$ cat config.mk
export PLATFORM = sky130hd
export DESIGN_NAME = esc_exception_state_control
export DESIGN_NICKNAME = d
export VERILOG_FILES = /design/src/design/esc_pkg.sv /design/src/design/esc_exception_state_control.sv
export VERILOG_INCLUDE_DIRS = /design/src /design/src/design
export SDC_FILE = /design/constraint.sdc
export NUM_CORES = 1
export LEC_CHECK = 0
export BUFFER_PORTS_ARGS = -buffer_cell sky130_fd_sc_hd__buf_2
export CORE_AREA = 2 2 93 95
export CTS_CLUSTER_DIAMETER = 80
export DETAILED_ROUTE_END_ITERATION = 12
export DIE_AREA = 0 0 95 97
export PLACE_DENSITY = 0.84
export SYNTH_ARGS = -nofsm -noshare
export SYNTH_HDL_FRONTEND = slang
export SYNTH_SLANG_ARGS = --single-unit
export TNS_END_PERCENT = 20
$ cat constraint.sdc
create_clock -name i_core_clk -period 5.7 [get_ports i_core_clk]
set_input_delay 0.285 -clock i_core_clk [delete_from_list [all_inputs] [get_ports i_core_clk]]
set_output_delay 0.285 -clock i_core_clk [all_outputs]
set_load 0.005 [all_outputs]
$ cat src/design/esc_consts.svh
// register map, field positions, key and vector numbers of the exception state block
`ifndef ESC_CONSTS_SVH
`define ESC_CONSTS_SVH

`define ESC_ADDR_W         16
`define ESC_OFS_CTL_STATE  16'hed04
`define ESC_OFS_TBL_BASE   16'hed08
`define ESC_OFS_RST_CTL    16'hed0c

`define ESC_BIT_NMI_SET    31
`define ESC_BIT_DSVC_SET   28
`define ESC_BIT_DSVC_CLR   27
`define ESC_BIT_TICK_SET   26
`define ESC_BIT_TICK_CLR   25
`define ESC_BIT_PREEMPT    23
`define ESC_BIT_EXT_PEND   22
`define ESC_VPEND_HI       20
`define ESC_VPEND_LO       12
`define ESC_VACT_HI        8
`define ESC_VACT_LO        0

`define ESC_TBASE_HI       31
`define ESC_TBASE_LO       8
`define ESC_TBASE_RST      24'h000000

`define ESC_KEY_HI         31
`define ESC_KEY_LO         16
`define ESC_KEY_VALUE      16'h05fa
`define ESC_BIT_BYTE_ORDER 15
`define ESC_BYTE_ORDER_LE  1'b0
`define ESC_BIT_SYSRST     2
`define ESC_BIT_CLR_ACT    1

`define ESC_VEC_NONE       9'h000
`define ESC_VEC_NMI        9'h002
`define ESC_VEC_DSVC       9'h00e
`define ESC_VEC_TICK       9'h00f
`define ESC_VEC_IRQ0       9'h010

`define ESC_IRQ_MAX        32

`endif

$ cat src/design/esc_pkg.sv
// types shared by the exception state block and its neighbours
package esc_pkg;
`include "esc_consts.svh"

    typedef logic [8:0] esc_vec_t;

    typedef struct packed {
        logic [`ESC_ADDR_W-1:0] addr;
        logic [31:0]            wdata;
        logic                   wr;
        logic                   rd;
        logic                   from_debug;
    } esc_bus_req_t;

    typedef struct packed {
        logic     entry;
        esc_vec_t entry_num;
        logic     ret;
        esc_vec_t ret_num;
    } esc_core_evt_t;
endpackage

$ cat src/design/esc_exception_state_control.sv
// exception pending/active state, vector table base and keyed reset control
//
// The address-and-strobe port was decided locally.
`timescale 1ns/10ps

module esc_exception_state_control #(
    parameter int IRQ_COUNT = 32
) (
    // clock and reset
    input  wire logic                     i_core_clk,
    input  wire logic                     i_sys_rst,
    // register port
    input  wire esc_pkg::esc_bus_req_t    i_bus,
    output logic [31:0]                   o_rdata,
    // core and debug status
    input  wire esc_pkg::esc_core_evt_t   i_core_evt,
    input  wire logic                     i_nmi_req,
    input  wire logic                     i_halted,
    input  wire logic                     i_debug_mask_interrupts,
    input  wire logic [IRQ_COUNT-1:0]     i_irq_pending,
    input  wire logic [IRQ_COUNT-1:0]     i_irq_enable,
    // exception state to the core
    output logic                          o_nmi_pending,
    output logic                          o_dsvc_pending,
    output logic                          o_tick_pending,
    output esc_pkg::esc_vec_t             o_pending_vector_number,
    output esc_pkg::esc_vec_t             o_active_vector_number,
    output logic [31:0]                   o_vector_table_base,
    output logic                          o_clear_active_state,
    // to the outer reset and debug halt logic
    output logic                          o_system_reset_request,
    output logic                          o_debug_halt_clear
);
    import esc_pkg::*;

    // ---------------------------------------------------------------
    // elaboration checks
    // ---------------------------------------------------------------
    if (IRQ_COUNT < 1 || IRQ_COUNT > `ESC_IRQ_MAX)
    begin : g_bad_count
        $error("IRQ_COUNT out of range");
    end

    // ---------------------------------------------------------------
    // address decode
    // ---------------------------------------------------------------
    logic        wr_state;
    logic        wr_tbase;
    logic        wr_rstctl;
    logic        key_ok;
    logic [31:0] wd;

    // exact word match: misaligned addresses fall out as unmapped
    assign wr_state  = i_bus.wr && (i_bus.addr == `ESC_OFS_CTL_STATE);
    assign wr_tbase  = i_bus.wr && (i_bus.addr == `ESC_OFS_TBL_BASE);
    assign wr_rstctl = i_bus.wr && (i_bus.addr == `ESC_OFS_RST_CTL);
    assign wd        = i_bus.wdata;
    assign key_ok    = (wd[`ESC_KEY_HI:`ESC_KEY_LO] == `ESC_KEY_VALUE);

    // ---------------------------------------------------------------
    // nonmaskable pending
    // ---------------------------------------------------------------
    logic nmi_pend_reg;
    logic nmi_req_d_reg;
    logic nmi_rise;
    logic nmi_entry;

    assign nmi_rise  = i_nmi_req && !nmi_req_d_reg;
    assign nmi_entry = i_core_evt.entry && (i_core_evt.entry_num == `ESC_VEC_NMI);

    always_ff @(posedge i_core_clk or posedge i_sys_rst)
    begin
        if (i_sys_rst)
            nmi_req_d_reg <= 1'b0;
        else
            nmi_req_d_reg <= i_nmi_req;
    end

    // set beats the entry clear, so a re-assertion inside the handler sticks
    always_ff @(posedge i_core_clk or posedge i_sys_rst)
    begin
        if (i_sys_rst)
            nmi_pend_reg <= 1'b0;
        else if (nmi_rise || (wr_state && wd[`ESC_BIT_NMI_SET]))
            nmi_pend_reg <= 1'b1;
        else if (nmi_entry)
            nmi_pend_reg <= 1'b0;
    end

    // ---------------------------------------------------------------
    // deferred service pending
    // ---------------------------------------------------------------
    logic dsvc_pend_reg;
    logic dsvc_entry;

    assign dsvc_entry = i_core_evt.entry && (i_core_evt.entry_num == `ESC_VEC_DSVC);

    // software write is the only set path; set wins over both clears
    always_ff @(posedge i_core_clk or posedge i_sys_rst)
    begin
        if (i_sys_rst)
            dsvc_pend_reg <= 1'b0;
        else if (wr_state && wd[`ESC_BIT_DSVC_SET])
            dsvc_pend_reg <= 1'b1;
        else if ((wr_state && wd[`ESC_BIT_DSVC_CLR]) || dsvc_entry)
            dsvc_pend_reg <= 1'b0;
    end

    // ---------------------------------------------------------------
    // tick timer pending
    // ---------------------------------------------------------------
    logic tick_pend_reg;
    logic tick_entry;

    assign tick_entry = i_core_evt.entry && (i_core_evt.entry_num == `ESC_VEC_TICK);

    always_ff @(posedge i_core_clk or posedge i_sys_rst)
    begin
        if (i_sys_rst)
            tick_pend_reg <= 1'b0;
        else if (wr_state && wd[`ESC_BIT_TICK_SET])
            tick_pend_reg <= 1'b1;
        else if ((wr_state && wd[`ESC_BIT_TICK_CLR]) || tick_entry)
            tick_pend_reg <= 1'b0;
    end

    // ---------------------------------------------------------------
    // pending vector
    // ---------------------------------------------------------------
    function automatic esc_vec_t lowest_irq(input logic [IRQ_COUNT-1:0] p);
        esc_vec_t v;
        v = `ESC_VEC_NONE;
        for (int i = IRQ_COUNT - 1; i >= 0; i--)
        begin
            if (p[i])
                v = esc_vec_t'(`ESC_VEC_IRQ0 + i);
        end
        return v;
    endfunction

    esc_vec_t pend_vec;
    logic     ext_pend;
    logic     preempt;
    esc_vec_t act_vec_reg;

    // no global priority mask input: it must not hide a pending source
    always_comb
    begin
        if (nmi_pend_reg)
            pend_vec = `ESC_VEC_NMI;
        else if (dsvc_pend_reg)
            pend_vec = `ESC_VEC_DSVC;
        else if (tick_pend_reg)
            pend_vec = `ESC_VEC_TICK;
        else
            pend_vec = lowest_irq(i_irq_pending & i_irq_enable);
    end

    assign ext_pend = |i_irq_pending;

    // fixed priority: a lower number outranks the active one
    assign preempt = i_halted && !i_debug_mask_interrupts &&
                     (pend_vec != `ESC_VEC_NONE) &&
                     ((act_vec_reg == `ESC_VEC_NONE) || (pend_vec < act_vec_reg));

    // ---------------------------------------------------------------
    // active vector and clear-active pulse
    // ---------------------------------------------------------------
    logic clr_act_reg;
    logic clr_act_req;

    assign clr_act_req = wr_rstctl && key_ok && wd[`ESC_BIT_CLR_ACT] &&
                         i_bus.from_debug && i_halted;

    always_ff @(posedge i_core_clk or posedge i_sys_rst)
    begin
        if (i_sys_rst)
            clr_act_reg <= 1'b0;
        else
            clr_act_reg <= clr_act_req;
    end

    always_ff @(posedge i_core_clk or posedge i_sys_rst)
    begin
        if (i_sys_rst)
            act_vec_reg <= `ESC_VEC_NONE;
        else if (clr_act_req)
            act_vec_reg <= `ESC_VEC_NONE;
        else if (i_core_evt.entry)
            act_vec_reg <= i_core_evt.entry_num;
        else if (i_core_evt.ret)
            act_vec_reg <= i_core_evt.ret_num;
    end

    // ---------------------------------------------------------------
    // vector table base
    // ---------------------------------------------------------------
    logic [23:0] tbase_reg;

    always_ff @(posedge i_core_clk or posedge i_sys_rst)
    begin
        if (i_sys_rst)
            tbase_reg <= `ESC_TBASE_RST;
        else if (wr_tbase)
            tbase_reg <= wd[`ESC_TBASE_HI:`ESC_TBASE_LO];
    end

    // ---------------------------------------------------------------
    // system reset request
    // ---------------------------------------------------------------
    logic sysrst_reg;

    // held until the outer reset comes back through i_sys_rst
    always_ff @(posedge i_core_clk or posedge i_sys_rst)
    begin
        if (i_sys_rst)
            sysrst_reg <= 1'b0;
        else if (wr_rstctl && key_ok && wd[`ESC_BIT_SYSRST])
            sysrst_reg <= 1'b1;
    end

    // ---------------------------------------------------------------
    // read port
    // ---------------------------------------------------------------
    logic [31:0] rdata_next;
    logic [31:0] rdata_reg;

    // write-only, key and reserved bits all read as zero
    always_comb
    begin
        rdata_next = 32'h0000_0000;
        case (i_bus.addr)
            `ESC_OFS_CTL_STATE:
            begin
                rdata_next[`ESC_BIT_NMI_SET]  = nmi_pend_reg;
                rdata_next[`ESC_BIT_DSVC_SET] = dsvc_pend_reg;
                rdata_next[`ESC_BIT_TICK_SET] = tick_pend_reg;
                rdata_next[`ESC_BIT_PREEMPT]  = preempt;
                rdata_next[`ESC_BIT_EXT_PEND] = ext_pend;
                rdata_next[`ESC_VPEND_HI:`ESC_VPEND_LO] = pend_vec;
                rdata_next[`ESC_VACT_HI:`ESC_VACT_LO]   = act_vec_reg;
            end
            `ESC_OFS_TBL_BASE:
                rdata_next[`ESC_TBASE_HI:`ESC_TBASE_LO] = tbase_reg;
            `ESC_OFS_RST_CTL:
            begin
                rdata_next[`ESC_BIT_BYTE_ORDER] = `ESC_BYTE_ORDER_LE;
                rdata_next[`ESC_BIT_SYSRST]     = sysrst_reg;
            end
            default:
                rdata_next = 32'h0000_0000;
        endcase
    end

    always_ff @(posedge i_core_clk or posedge i_sys_rst)
    begin
        if (i_sys_rst)
            rdata_reg <= 32'h0000_0000;
        else if (i_bus.rd)
            rdata_reg <= rdata_next;
        else
            rdata_reg <= 32'h0000_0000;
    end

    // ---------------------------------------------------------------
    // outputs
    // ---------------------------------------------------------------
    assign o_rdata                 = rdata_reg;
    assign o_nmi_pending           = nmi_pend_reg;
    assign o_dsvc_pending          = dsvc_pend_reg;
    assign o_tick_pending          = tick_pend_reg;
    assign o_pending_vector_number = pend_vec;
    assign o_active_vector_number  = act_vec_reg;
    assign o_vector_table_base     = {tbase_reg, 8'h00};
    // core returns to thread mode with exception number 0 on this pulse
    assign o_clear_active_state    = clr_act_reg;
    assign o_system_reset_request  = sysrst_reg;
    // debug link sits outside this reset; only its halt flag is dropped
    assign o_debug_halt_clear      = sysrst_reg;
endmodule // esc_exception_state_control

==> results of run 1 <==
worst max-delay path by stage:
stage                            startpoint     endpoint  slack [ns]  cells past startpoint
final                         o_nmi_pending  o_rdata[23]        3.10                     10
after global routing      i_irq_pending[27]  o_rdata[23]        3.00                     14
after CTS                     o_nmi_pending  o_rdata[23]        3.14                     10
after detailed placement  i_irq_pending[20]  o_rdata[23]        2.89                     14
after global placement    i_irq_pending[20]  o_rdata[23]        2.91                     14
after floorplan           i_irq_pending[25]  o_rdata[23]        3.25                     13
worst reg2reg max path, cell delays in order (launching register included):
cell and delay, ns:
dfrtp_1 0.48, or3_1 0.46, a21oi_1 0.14, o21ai_0 0.28
ha_1 0.30, a21o_1 0.15, a21o_1 0.17, a21o_1 0.17
a21oi_1 0.14, nor2_1 0.07, a221oi_2 0.16
cells in the final DEF (no fill, tap or decap), types with 10 or more instances in the layout:
master / netlist / final
nand2_1: 34 / 34
buf_2: 2 / 210
dfrtp_1: 71 / 71
a21oi_1: 18 / 18
clkbuf_8: 0 / 10
o21ai_0: 10 / 10
mux2_2: 25 / 25
a22o_1: 13 / 13
and2_1: 17 / 17
nor2_1: 31 / 31
conb_1: 1 / 11
a22oi_1: 18 / 18
layout make-up:
type | instances | area (µm²) | share of cell area [%]
Sequential cell | 71 | 1780 | 35.3
Timing Repair Buffer | 211 | 1060 | 21.0
Tap cell | 105 | 131 | 2.61
Clock inverter | 6 | 67.6 | 1.34
Inverter | 8 | 30.0 | 0.597
Clock buffer | 10 | 138 | 2.74
Multi-Input combinational cell | 270 | 1830 | 36.3
stage by stage:
step                      cell area [µm²]  utilization (%)
after floorplan                      3790                -
after global placement               4820             59.3
after detailed placement             4820             59.3
after CTS                            5030             61.8
after global routing                 5030             61.8
final                                5030             61.8
where the power goes:
part	internal (µW)	switching (µW)	leakage, µW
clock network	216	196	0.0000993
logic	69.6	83.5	0.00174
registers	510	7.69	0.000967
cell usage after synthesis (all sizes together) (7+ instances only):
cell | n | area [µm²]
a22o | 13 | 114
mux2i | 9 | 90.1
nor2 | 32 | 123
mux2 | 25 | 282
a22oi | 18 | 135
nor4 | 11 | 90.1
a21o | 7 | 53.8
inv | 8 | 30.0
a21oi | 18 | 90.1
nand4 | 8 | 50.1
buf | 18 | 134
nand2 | 35 | 134
o21ai | 10 | 50.1
dfrtp | 71 | 1780
and2 | 17 | 106
routing by layer:
layer	up-vias	share of wire [%]	global-route usage, %	routed length, µm
met4	0	2.0	8.14	238
met2	168	50	43.4	5940
met1	1785	42	33.5	5080
met5	-	0	0	0
met3	24	5.9	4.13	707
li1	1743	-	-	-
cell families after synthesis:
logic type	after synthesis	synth area share [%]
and+or+nand+nor	133	19.4
AOI/OAI and AO/OA	87	16.7
buffers and inverters	31	4.87
other	1	0.100
muxes	34	9.91
DFF	71	47.4
adders and majority gates	5	1.67
==> flow_metrics.py, run 1 <==
metrics = {
    "power": {
        "power.total_uw": 1080,
        "leakage_uw": 0.00281,
        "ir_worst_vdd_uv": 139,
        "power.density_nw_per_um2": 215,
    },
    "clock_network": {
        "cts_max_path_buffers": 2,
        "clk_latency_ns": 0.34,
        "cts_tree": "built",
        "cts_root_buffer": "clkbuf_8",
        "clk_pin_slew_worst_paths_ns": 0.09,
        "cts_hold_buf": 0,
        "cts.sinks": 71,
        "cts_setup_buffers": 0,
        "numCtsBuffers": 9,
        "cts_resized": 0,
        "ctsHtreeMaxLevel": 3,
    },
    "finish": {
        "fin_nets": 716,
        "diodes": 0,
        "fillers": 728,
        "layout-drive-gt1-share_pct": 45.8,
        "largest_register_ffs": 32,
        "synthToLayoutAreaGrowth_pct": 34.1,
        "instances_no_fill": 681,
    },
    "die": {
        "die_area_um2": 9220,
        "die_w_um": 95,
        "ios": 228,
        "fp-row-count": 33,
        "chipHeight_um": 97,
        "start_util_pct": 46.1,
        "design.core.area_um2": 8130,
    },
    "worst_setup_path": {
        "cp-start-kind": "flop",
        "rr_worst_depth": 10,
        "r2r_setup_slack_ns": 3.10,
        "critPathKind": "flop to flop",
        "crit_fanout": 9,
        "path_cells": "or3_1, a21oi_1, o21ai_0, ha_1, a21o_1, a21o_1, a21o_1, a21oi_1, nor2_1, a221oi_2",
        "required_ns": 5.95,
        "r2r-start": "o_nmi_pending",
        "timing.rr.end": "o_rdata[23]",
        "cp_slowest_cell": "dfrtp_1",
        "worst_setup_path_end_kind": "flop",
        "crit_buf_inv": 0,
        "crit_top_cell": "a21o_1",
        "crit_family": "compound AO/OA/AOI/OAI gates",
        "arrival_ns": 2.85,
        "max_stage_delay_ns": 0.48,
    },
    "place": {
        "gp_congestion": 0.943,
        "dpl_worst_slack_ns": 2.89,
        "post-place-cells": 665,
        "place_hpwl_mm": 9.71,
        "portBuffers": 210,
    },
    "timing": {
        "finalHoldViolations": 0,
        "drv_slew": 0,
        "clock_skew_ns": 0.0113,
        "setup_viol": 0,
        "finalCritPeriodShare_pct": 45.5,
        "fin_setup_tns_ns": 0,
        "relSlewSlack_pct": 39.4,
        "fmax_mhz": 385,
        "tightest_slew_ns": 0.905,
        "holdWs_ns": 0.0609,
        "fin_crit_ns": 2.60,
        "fin_ws_ns": 3.10,
        "rsz0062_at_grt": "false",
    },
    "hold_path": {
        "hold_path.class": "input pin to asynchronous set/reset pin",
    },
    "global_routing": {
        "grt_pass1_wl_mm": 18.3,
        "grt_max_degree": 37,
        "antenna_found_initial": 0,
        "overflow": 0,
        "grt_pass1_vias": 3623,
        "grt_usage_pct": 25.7,
    },
    "logic_synthesis": {
        "ys.flop_type": "dfrtp_1",
        "synth_cell_types": 53,
        "synth_edf_count": 0,
        "ys_seq_area_share_pct": 47.4,
        "synth-seq-cells": 71,
        "ys_warn_count": 0,
        "syn_area_per_cell_um2": 10.4,
        "synthArstFlopShare_pct": 100,
        "synth_area_um2": 3750,
        "synthCells": 362,
    },
    "detailed_routing": {
        "routed_wl_mm": 12.0,
        "vias": 3720,
        "wl_per_cell_um": 17.6,
        "final_antenna_net_count": 0,
        "drc": 0,
        "dr.first_iter.drc_count": 160,
        "dr.pass1.iters": 5,
        "via_per_inst": 5.46,
    },
    "flow_run": {
        "cap_violations": 0,
    },
    "run_status": {
        "status": "complete, no violations",
    },
}
No activity file was read; power rests on OpenSTA's default activity.
==> run 2: changes to the inputs <==
Settings changed: ABC_AREA set to 1, CORE_AREA 2 2 93 95 to 2 2 97 99, DIE_AREA 0 0 95 97 to 0 0 99 101, PLACE_DENSITY 0.84 to 0.78.
Clock period 5.7 ns to 2.7 ns, I/O delays scaled along.
==> flow_metrics.py, run 2 <==
metrics = {
    "power": {
        "power.total_uw": 2390,
        "switching_share_pct": 26.9,
        "leakage_uw": 0.00310,
        "switchingPower_uw": 643,
        "p_comb_share_pct": 13.5,
        "clock_power_share_pct": 41.0,
        "sequentialPowerShare_pct": 45.5,
        "power.density_nw_per_um2": 462,
        "ir_worst_vdd_uv": 379,
        "internal_power_uw": 1750,
    },
    "timing": {
        "holdWs_ns": 0.0214,
        "fin_ws_ns": 0.381,
        "finalHoldViolations": 0,
        "clock_skew_ns": 0.0112,
        "relSlewSlack_pct": 59.4,
        "setup_viol": 0,
        "fin_crit_ns": 2.32,
        "drv_slew": 0,
        "tightest_slew_ns": 0.607,
        "finalCritPeriodShare_pct": 85.9,
        "fmax_mhz": 431,
    },
    "detailed_routing": {
        "via_per_inst": 4.77,
        "routed_wl_mm": 11.1,
        "final_antenna_net_count": 0,
        "dr.first_iter.drc_count": 191,
        "drc": 0,
        "wl_per_cell_um": 13.5,
        "vias": 3919,
        "dr.pass1.iters": 4,
    },
    "global_routing": {
        "overflow": 0,
        "grt_usage_pct": 21.7,
        "antenna_found_initial": 0,
        "grt_pass1_wl_mm": 17.4,
        "grt_max_degree": 37,
        "grt_pass1_vias": 3853,
    },
    "logic_synthesis": {
        "ys_seq_area_share_pct": 47.7,
        "syn_area_per_cell_um2": 7.78,
        "synthTopCellsByCount": "nand2_1 (140), dfrtp_1 (71), inv_1 (68)",
        "synth_area_leader_cell": "dfrtp_1",
        "synthArstFlopShare_pct": 100,
        "synth_edf_count": 0,
        "ys_warn_count": 0,
        "ys.flop_type": "dfrtp_1",
        "synthCells": 479,
        "synthTopCellsByArea": "dfrtp_1 (48%), nand2_1 (14%), inv_1 (6.9%)",
        "yosysMostFrequentCell": "nand2_1",
        "synth_cell_types": 32,
        "yosysTopAreaCellShare_pct": 47.7,
        "synth-seq-cells": 71,
        "synth_area_um2": 3720,
    },
    "die": {
        "chipHeight_um": 101,
        "die_w_um": 99,
        "ios": 228,
        "start_util_pct": 41.5,
        "fp-row-count": 35,
        "die_area_um2": 10000,
        "design.core.area_um2": 8980,
    },
    "worst_setup_path": {
        "cp_slowest_cell": "buf_2",
        "critPathKind": "input pin to primary output",
        "arrival_ns": 2.18,
        "required_ns": 2.57,
        "cp-start-kind": "input pin",
        "r2r_setup_slack_ns": 0.65,
        "crit_fanout": 3,
        "max_stage_delay_ns": 0.12,
        "crit_top_cell": "nand2_1",
        "worst_setup_path_end_kind": "primary output",
    },
    "finish": {
        "synthToLayoutAreaGrowth_pct": 39.2,
        "multi_input_area_um2": 1590,
        "final_common_cell": "buf_2",
        "layout-drive-gt1-share_pct": 36.6,
        "layout_common_cells": "buf_2 (210), nand2_1 (140), dfrtp_1 (71)",
        "fin_nets": 851,
        "largest_register_ffs": 32,
        "final_area_um2": 5180,
        "diodes": 0,
        "regArea_um2": 1780,
        "fillers": 841,
    },
    "run_status": {
        "status": "complete, no violations",
    },
    "place": {
        "place_hpwl_mm": 9.17,
        "portBuffers": 210,
        "dpl_cell_area_um2": 4900,
        "dpl_worst_slack_ns": 0.270,
        "gp_congestion": 0.854,
    },
    "clock_network": {
        "clk_latency_ns": 0.35,
        "cts.sinks": 71,
        "numCtsBuffers": 9,
        "clk_pin_slew_worst_paths_ns": 0.09,
        "cts_root_buffer": "clkbuf_8",
        "cts_resized": 0,
        "cts_max_path_buffers": 2,
        "ctsHtreeMaxLevel": 3,
        "cts_tree": "built",
    },
    "hold_path": {
        "hold_path.class": "input pin to flop",
    },
    "flow_run": {
        "cap_violations": 0,
    },
}
run 2: final timing paths:
kind	from	to	cells after the start
max	i_irq_pending[31]	o_pending_vector_number[0]	38
min	i_bus[15]	tbase_reg[4]	2
max reg2reg	o_dsvc_pending	o_rdata[23]	12
min reg2reg	nmi_req_d_reg	o_nmi_pending	1
max in group asynchronous	i_sys_rst	o_active_vector_number[1]	4
min in group asynchronous	i_sys_rst	o_rdata[11]	3
run 2: final cells by class:
| cell class | instances | share of cell area (%) |
|---|---|---|
| multi-input cells | 328 | 30.8 |
| clock buffers | 9 | 2.39 |
| clock inverters | 7 | 1.98 |
| flip-flops and latches | 71 | 34.3 |
| inverters | 69 | 5.00 |
| well taps | 111 | 2.68 |
| repair buffers | 227 | 22.9 |
run 2: layer usage:
layer,global-route usage [%],up-vias,share of wire (%)
met5,0,-,0
met4,6.85,0,1.5
met3,3.40,13,5.9
met2,40.5,148,53
met1,25.6,1793,40
li1,-,1965,-
run 2: kinds of logic after synthesis:
kind of cell | after synthesis | share of synthesized area, %
simple gates | 245 | 28.1
buf+inv | 90 | 10.5
flops | 71 | 47.7
compound gates | 56 | 8.60
mux | 11 | 3.33
fa+ha+maj | 5 | 1.68
other cells | 1 | 0.101
run 2: worst max-delay path, delay by kind of cell:
kind / cells / cell delay, ns
buf+inv: 4 / 0.32
simple gates: 34 / 1.70
run 2: metrics by stage:
stage / util (%) / cells / setup TNS (ns)
after floorplan: - / 489 / 0
after global placement: 54.6 / 800 / 0
after detailed placement: 54.6 / 800 / 0
after CTS: 57.6 / 820 / 0
after global routing: 57.7 / 822 / -0.000717
final: 57.7 / 822 / 0
run 2: what timing repair did:
action	4_1_cts	5_1_grt
hold endpoints to repair	31	0
buffers inserted	0	2
hold buffers	4	0
endpoints found under the setup margin	0	1
run 2: power by group through the flow:
stage / Clock (µW) / Combinational (µW) / Sequential [µW]
after floorplan: 0 / 167 / 1110
after global placement: 0 / 310 / 1110
after detailed placement: 0 / 321 / 1110
after CTS: 999 / 327 / 1090
after global routing: 1050 / 371 / 1090
final: 981 / 324 / 1090
==> run 3: changes to the inputs <==
Settings changed: SETUP_SLACK_MARGIN set to 0.4, TNS_END_PERCENT 20 to unset.
==> flow_metrics.py, run 3 (same netlist as run 2, synthesis figures left out) <==
metrics = {
    "finish": {
        "instances_no_fill": 824,
        "synthToLayoutAreaGrowth_pct": 40.3,
        "fin_nets": 853,
        "layout-drive-gt1-share_pct": 37.3,
        "final_common_cell": "buf_2",
        "regArea_um2": 1780,
        "multi_input_area_um2": 1610,
        "diodes": 0,
        "largest_register_ffs": 32,
        "fillers": 837,
        "layout_common_cells": "buf_2 (208), nand2_1 (137), dfrtp_1 (71)",
    },
    "power": {
        "ir_worst_vdd_uv": 375,
        "switchingPower_uw": 642,
        "internal_power_uw": 1760,
        "clock_power_share_pct": 40.8,
        "p_comb_share_pct": 13.9,
        "switching_share_pct": 26.8,
        "leakage_uw": 0.00311,
        "sequentialPowerShare_pct": 45.4,
        "power.density_nw_per_um2": 459,
    },
    "timing": {
        "drv_slew": 0,
        "setup_viol": 0,
        "tightest_slew_ns": 0.608,
        "fmax_mhz": 444,
        "clock_skew_ns": 0.0114,
        "finalHoldViolations": 0,
        "fin_setup_tns_ns": 0,
        "fin_crit_ns": 2.25,
        "finalCritPeriodShare_pct": 83.4,
        "relSlewSlack_pct": 59.4,
        "rsz0062_at_grt": "true",
    },
    "detailed_routing": {
        "dr.first_iter.drc_count": 185,
        "dr.pass1.iters": 4,
        "final_antenna_net_count": 0,
        "routed_wl_mm": 11.2,
        "wl_per_cell_um": 13.6,
        "drc": 0,
        "vias": 3951,
        "via_per_inst": 4.79,
    },
    "worst_setup_path": {
        "required_ns": 2.57,
        "critPathKind": "input pin to primary output",
        "crit_fanout": 2,
        "arrival_ns": 2.12,
        "cp_slowest_cell": "buf_2",
        "r2r-start": "o_dsvc_pending",
        "timing.rr.end": "o_rdata[23]",
        "max_stage_delay_ns": 0.12,
        "crit_top_cell": "nand2_1",
        "r2r_setup_slack_ns": 0.63,
        "cp-start-kind": "input pin",
        "worst_setup_path_end_kind": "primary output",
        "rr_worst_depth": 12,
    },
    "place": {
        "portBuffers": 210,
        "place_hpwl_mm": 9.17,
        "post-place-cells": 800,
        "gp_congestion": 0.854,
    },
    "die": {
        "design.core.area_um2": 8980,
        "start_util_pct": 41.5,
        "die_area_um2": 10000,
        "die_w_um": 99,
        "fp-row-count": 35,
        "ios": 228,
        "chipHeight_um": 101,
    },
    "flow_run": {
        "cap_violations": 0,
    },
    "clock_network": {
        "cts_max_path_buffers": 2,
        "numCtsBuffers": 9,
        "clk_latency_ns": 0.34,
        "cts_tree": "built",
        "cts.sinks": 71,
        "cts_root_buffer": "clkbuf_8",
        "clk_pin_slew_worst_paths_ns": 0.09,
        "ctsHtreeMaxLevel": 3,
    },
    "global_routing": {
        "grt_usage_pct": 21.9,
        "grt_max_degree": 37,
        "grt_pass1_vias": 3868,
        "grt_pass1_wl_mm": 17.5,
        "overflow": 0,
        "antenna_found_initial": 0,
    },
    "hold_path": {
        "whs_path_depth": 2,
        "whs_endpoint": "tbase_reg[4]",
        "hold_path.class": "input pin to flop",
        "hold_start": "i_bus[15]",
    },
    "run_status": {
        "status": "complete, no violations",
    },
}
==> run 3: cell count changes in the layout (fill, tap and decap cells not counted), sizes merged <==
cell / change
buf: +2
==> run 3: cell type report <==
cell class / count / share of cell area (%)
Clock buffer: 9 / 2.37
Clock inverter: 7 / 1.96
Inverter: 69 / 4.95
Multi-Input combinational cell: 328 / 30.7
Sequential cell: 71 / 34.0
Tap cell: 111 / 2.66
Timing Repair Buffer: 229 / 23.3
==> run 3: worst max-delay path, delay by kind of cell <==
kind	cells	cell delay, ns
simple gates	34	1.65
buf+inv	4	0.29
==> run 3: timing repair <==
action,CTS,global route
setup endpoints to repair,1,4
gates resized for setup,2,6
gates cloned,0,0
hold buffers,4,0
pin swaps,2,4
setup buffers,4,0
hold endpoints to repair,31,0
==> run 3: worst max path at each step <==
| stage | endpoint | startpoint | slack (ns) |
|---|---|---|---|
| floorplan | o_rdata[23] | i_irq_pending[27] | 0.68 |
| global placement | o_rdata[23] | i_irq_pending[31] | 0.34 |
| detailed placement | o_rdata[23] | i_irq_pending[31] | 0.27 |
| CTS | o_pending_vector_number[0] | i_irq_enable[31] | 0.40 |
| global route | o_pending_vector_number[0] | i_irq_pending[31] | 0.08 |
| finish | o_pending_vector_number[0] | i_irq_pending[31] | 0.45 |
==> run 3: metrics by stage <==
step,power (µW),util [%],instance area (µm²),worst slack (ns),hold WS [ns]
floorplan,1280,-,3760,0.683,0.166
global placement,1420,54.6,4900,0.344,0.229
detailed placement,1430,54.6,4900,0.270,0.249
CTS,2420,57.9,5200,0.403,0.00611
global route,2520,58.2,5230,0.0841,0.00706
finish,2400,58.2,5230,0.449,0.0213
==> run 3: routing by layer <==
| metal | routed length [µm] | share of wire, % | global-route usage (%) |
|---|---|---|---|
| met4 | 171 | 1.5 | 6.64 |
| met1 | 4470 | 40 | 25.9 |
| met5 | 0 | 0 | 0 |
| met2 | 5920 | 53 | 40.8 |
| met3 | 667 | 5.9 | 3.40 |
==> run 3: power by group through the flow <==
stage / combinational (µW) / sequential, µW / clock, µW
after floorplan: 167 / 1110 / 0
after global placement: 310 / 1110 / 0
after detailed placement: 321 / 1110 / 0
after CTS: 331 / 1090 / 999
after global routing: 380 / 1090 / 1050
final: 333 / 1090 / 978
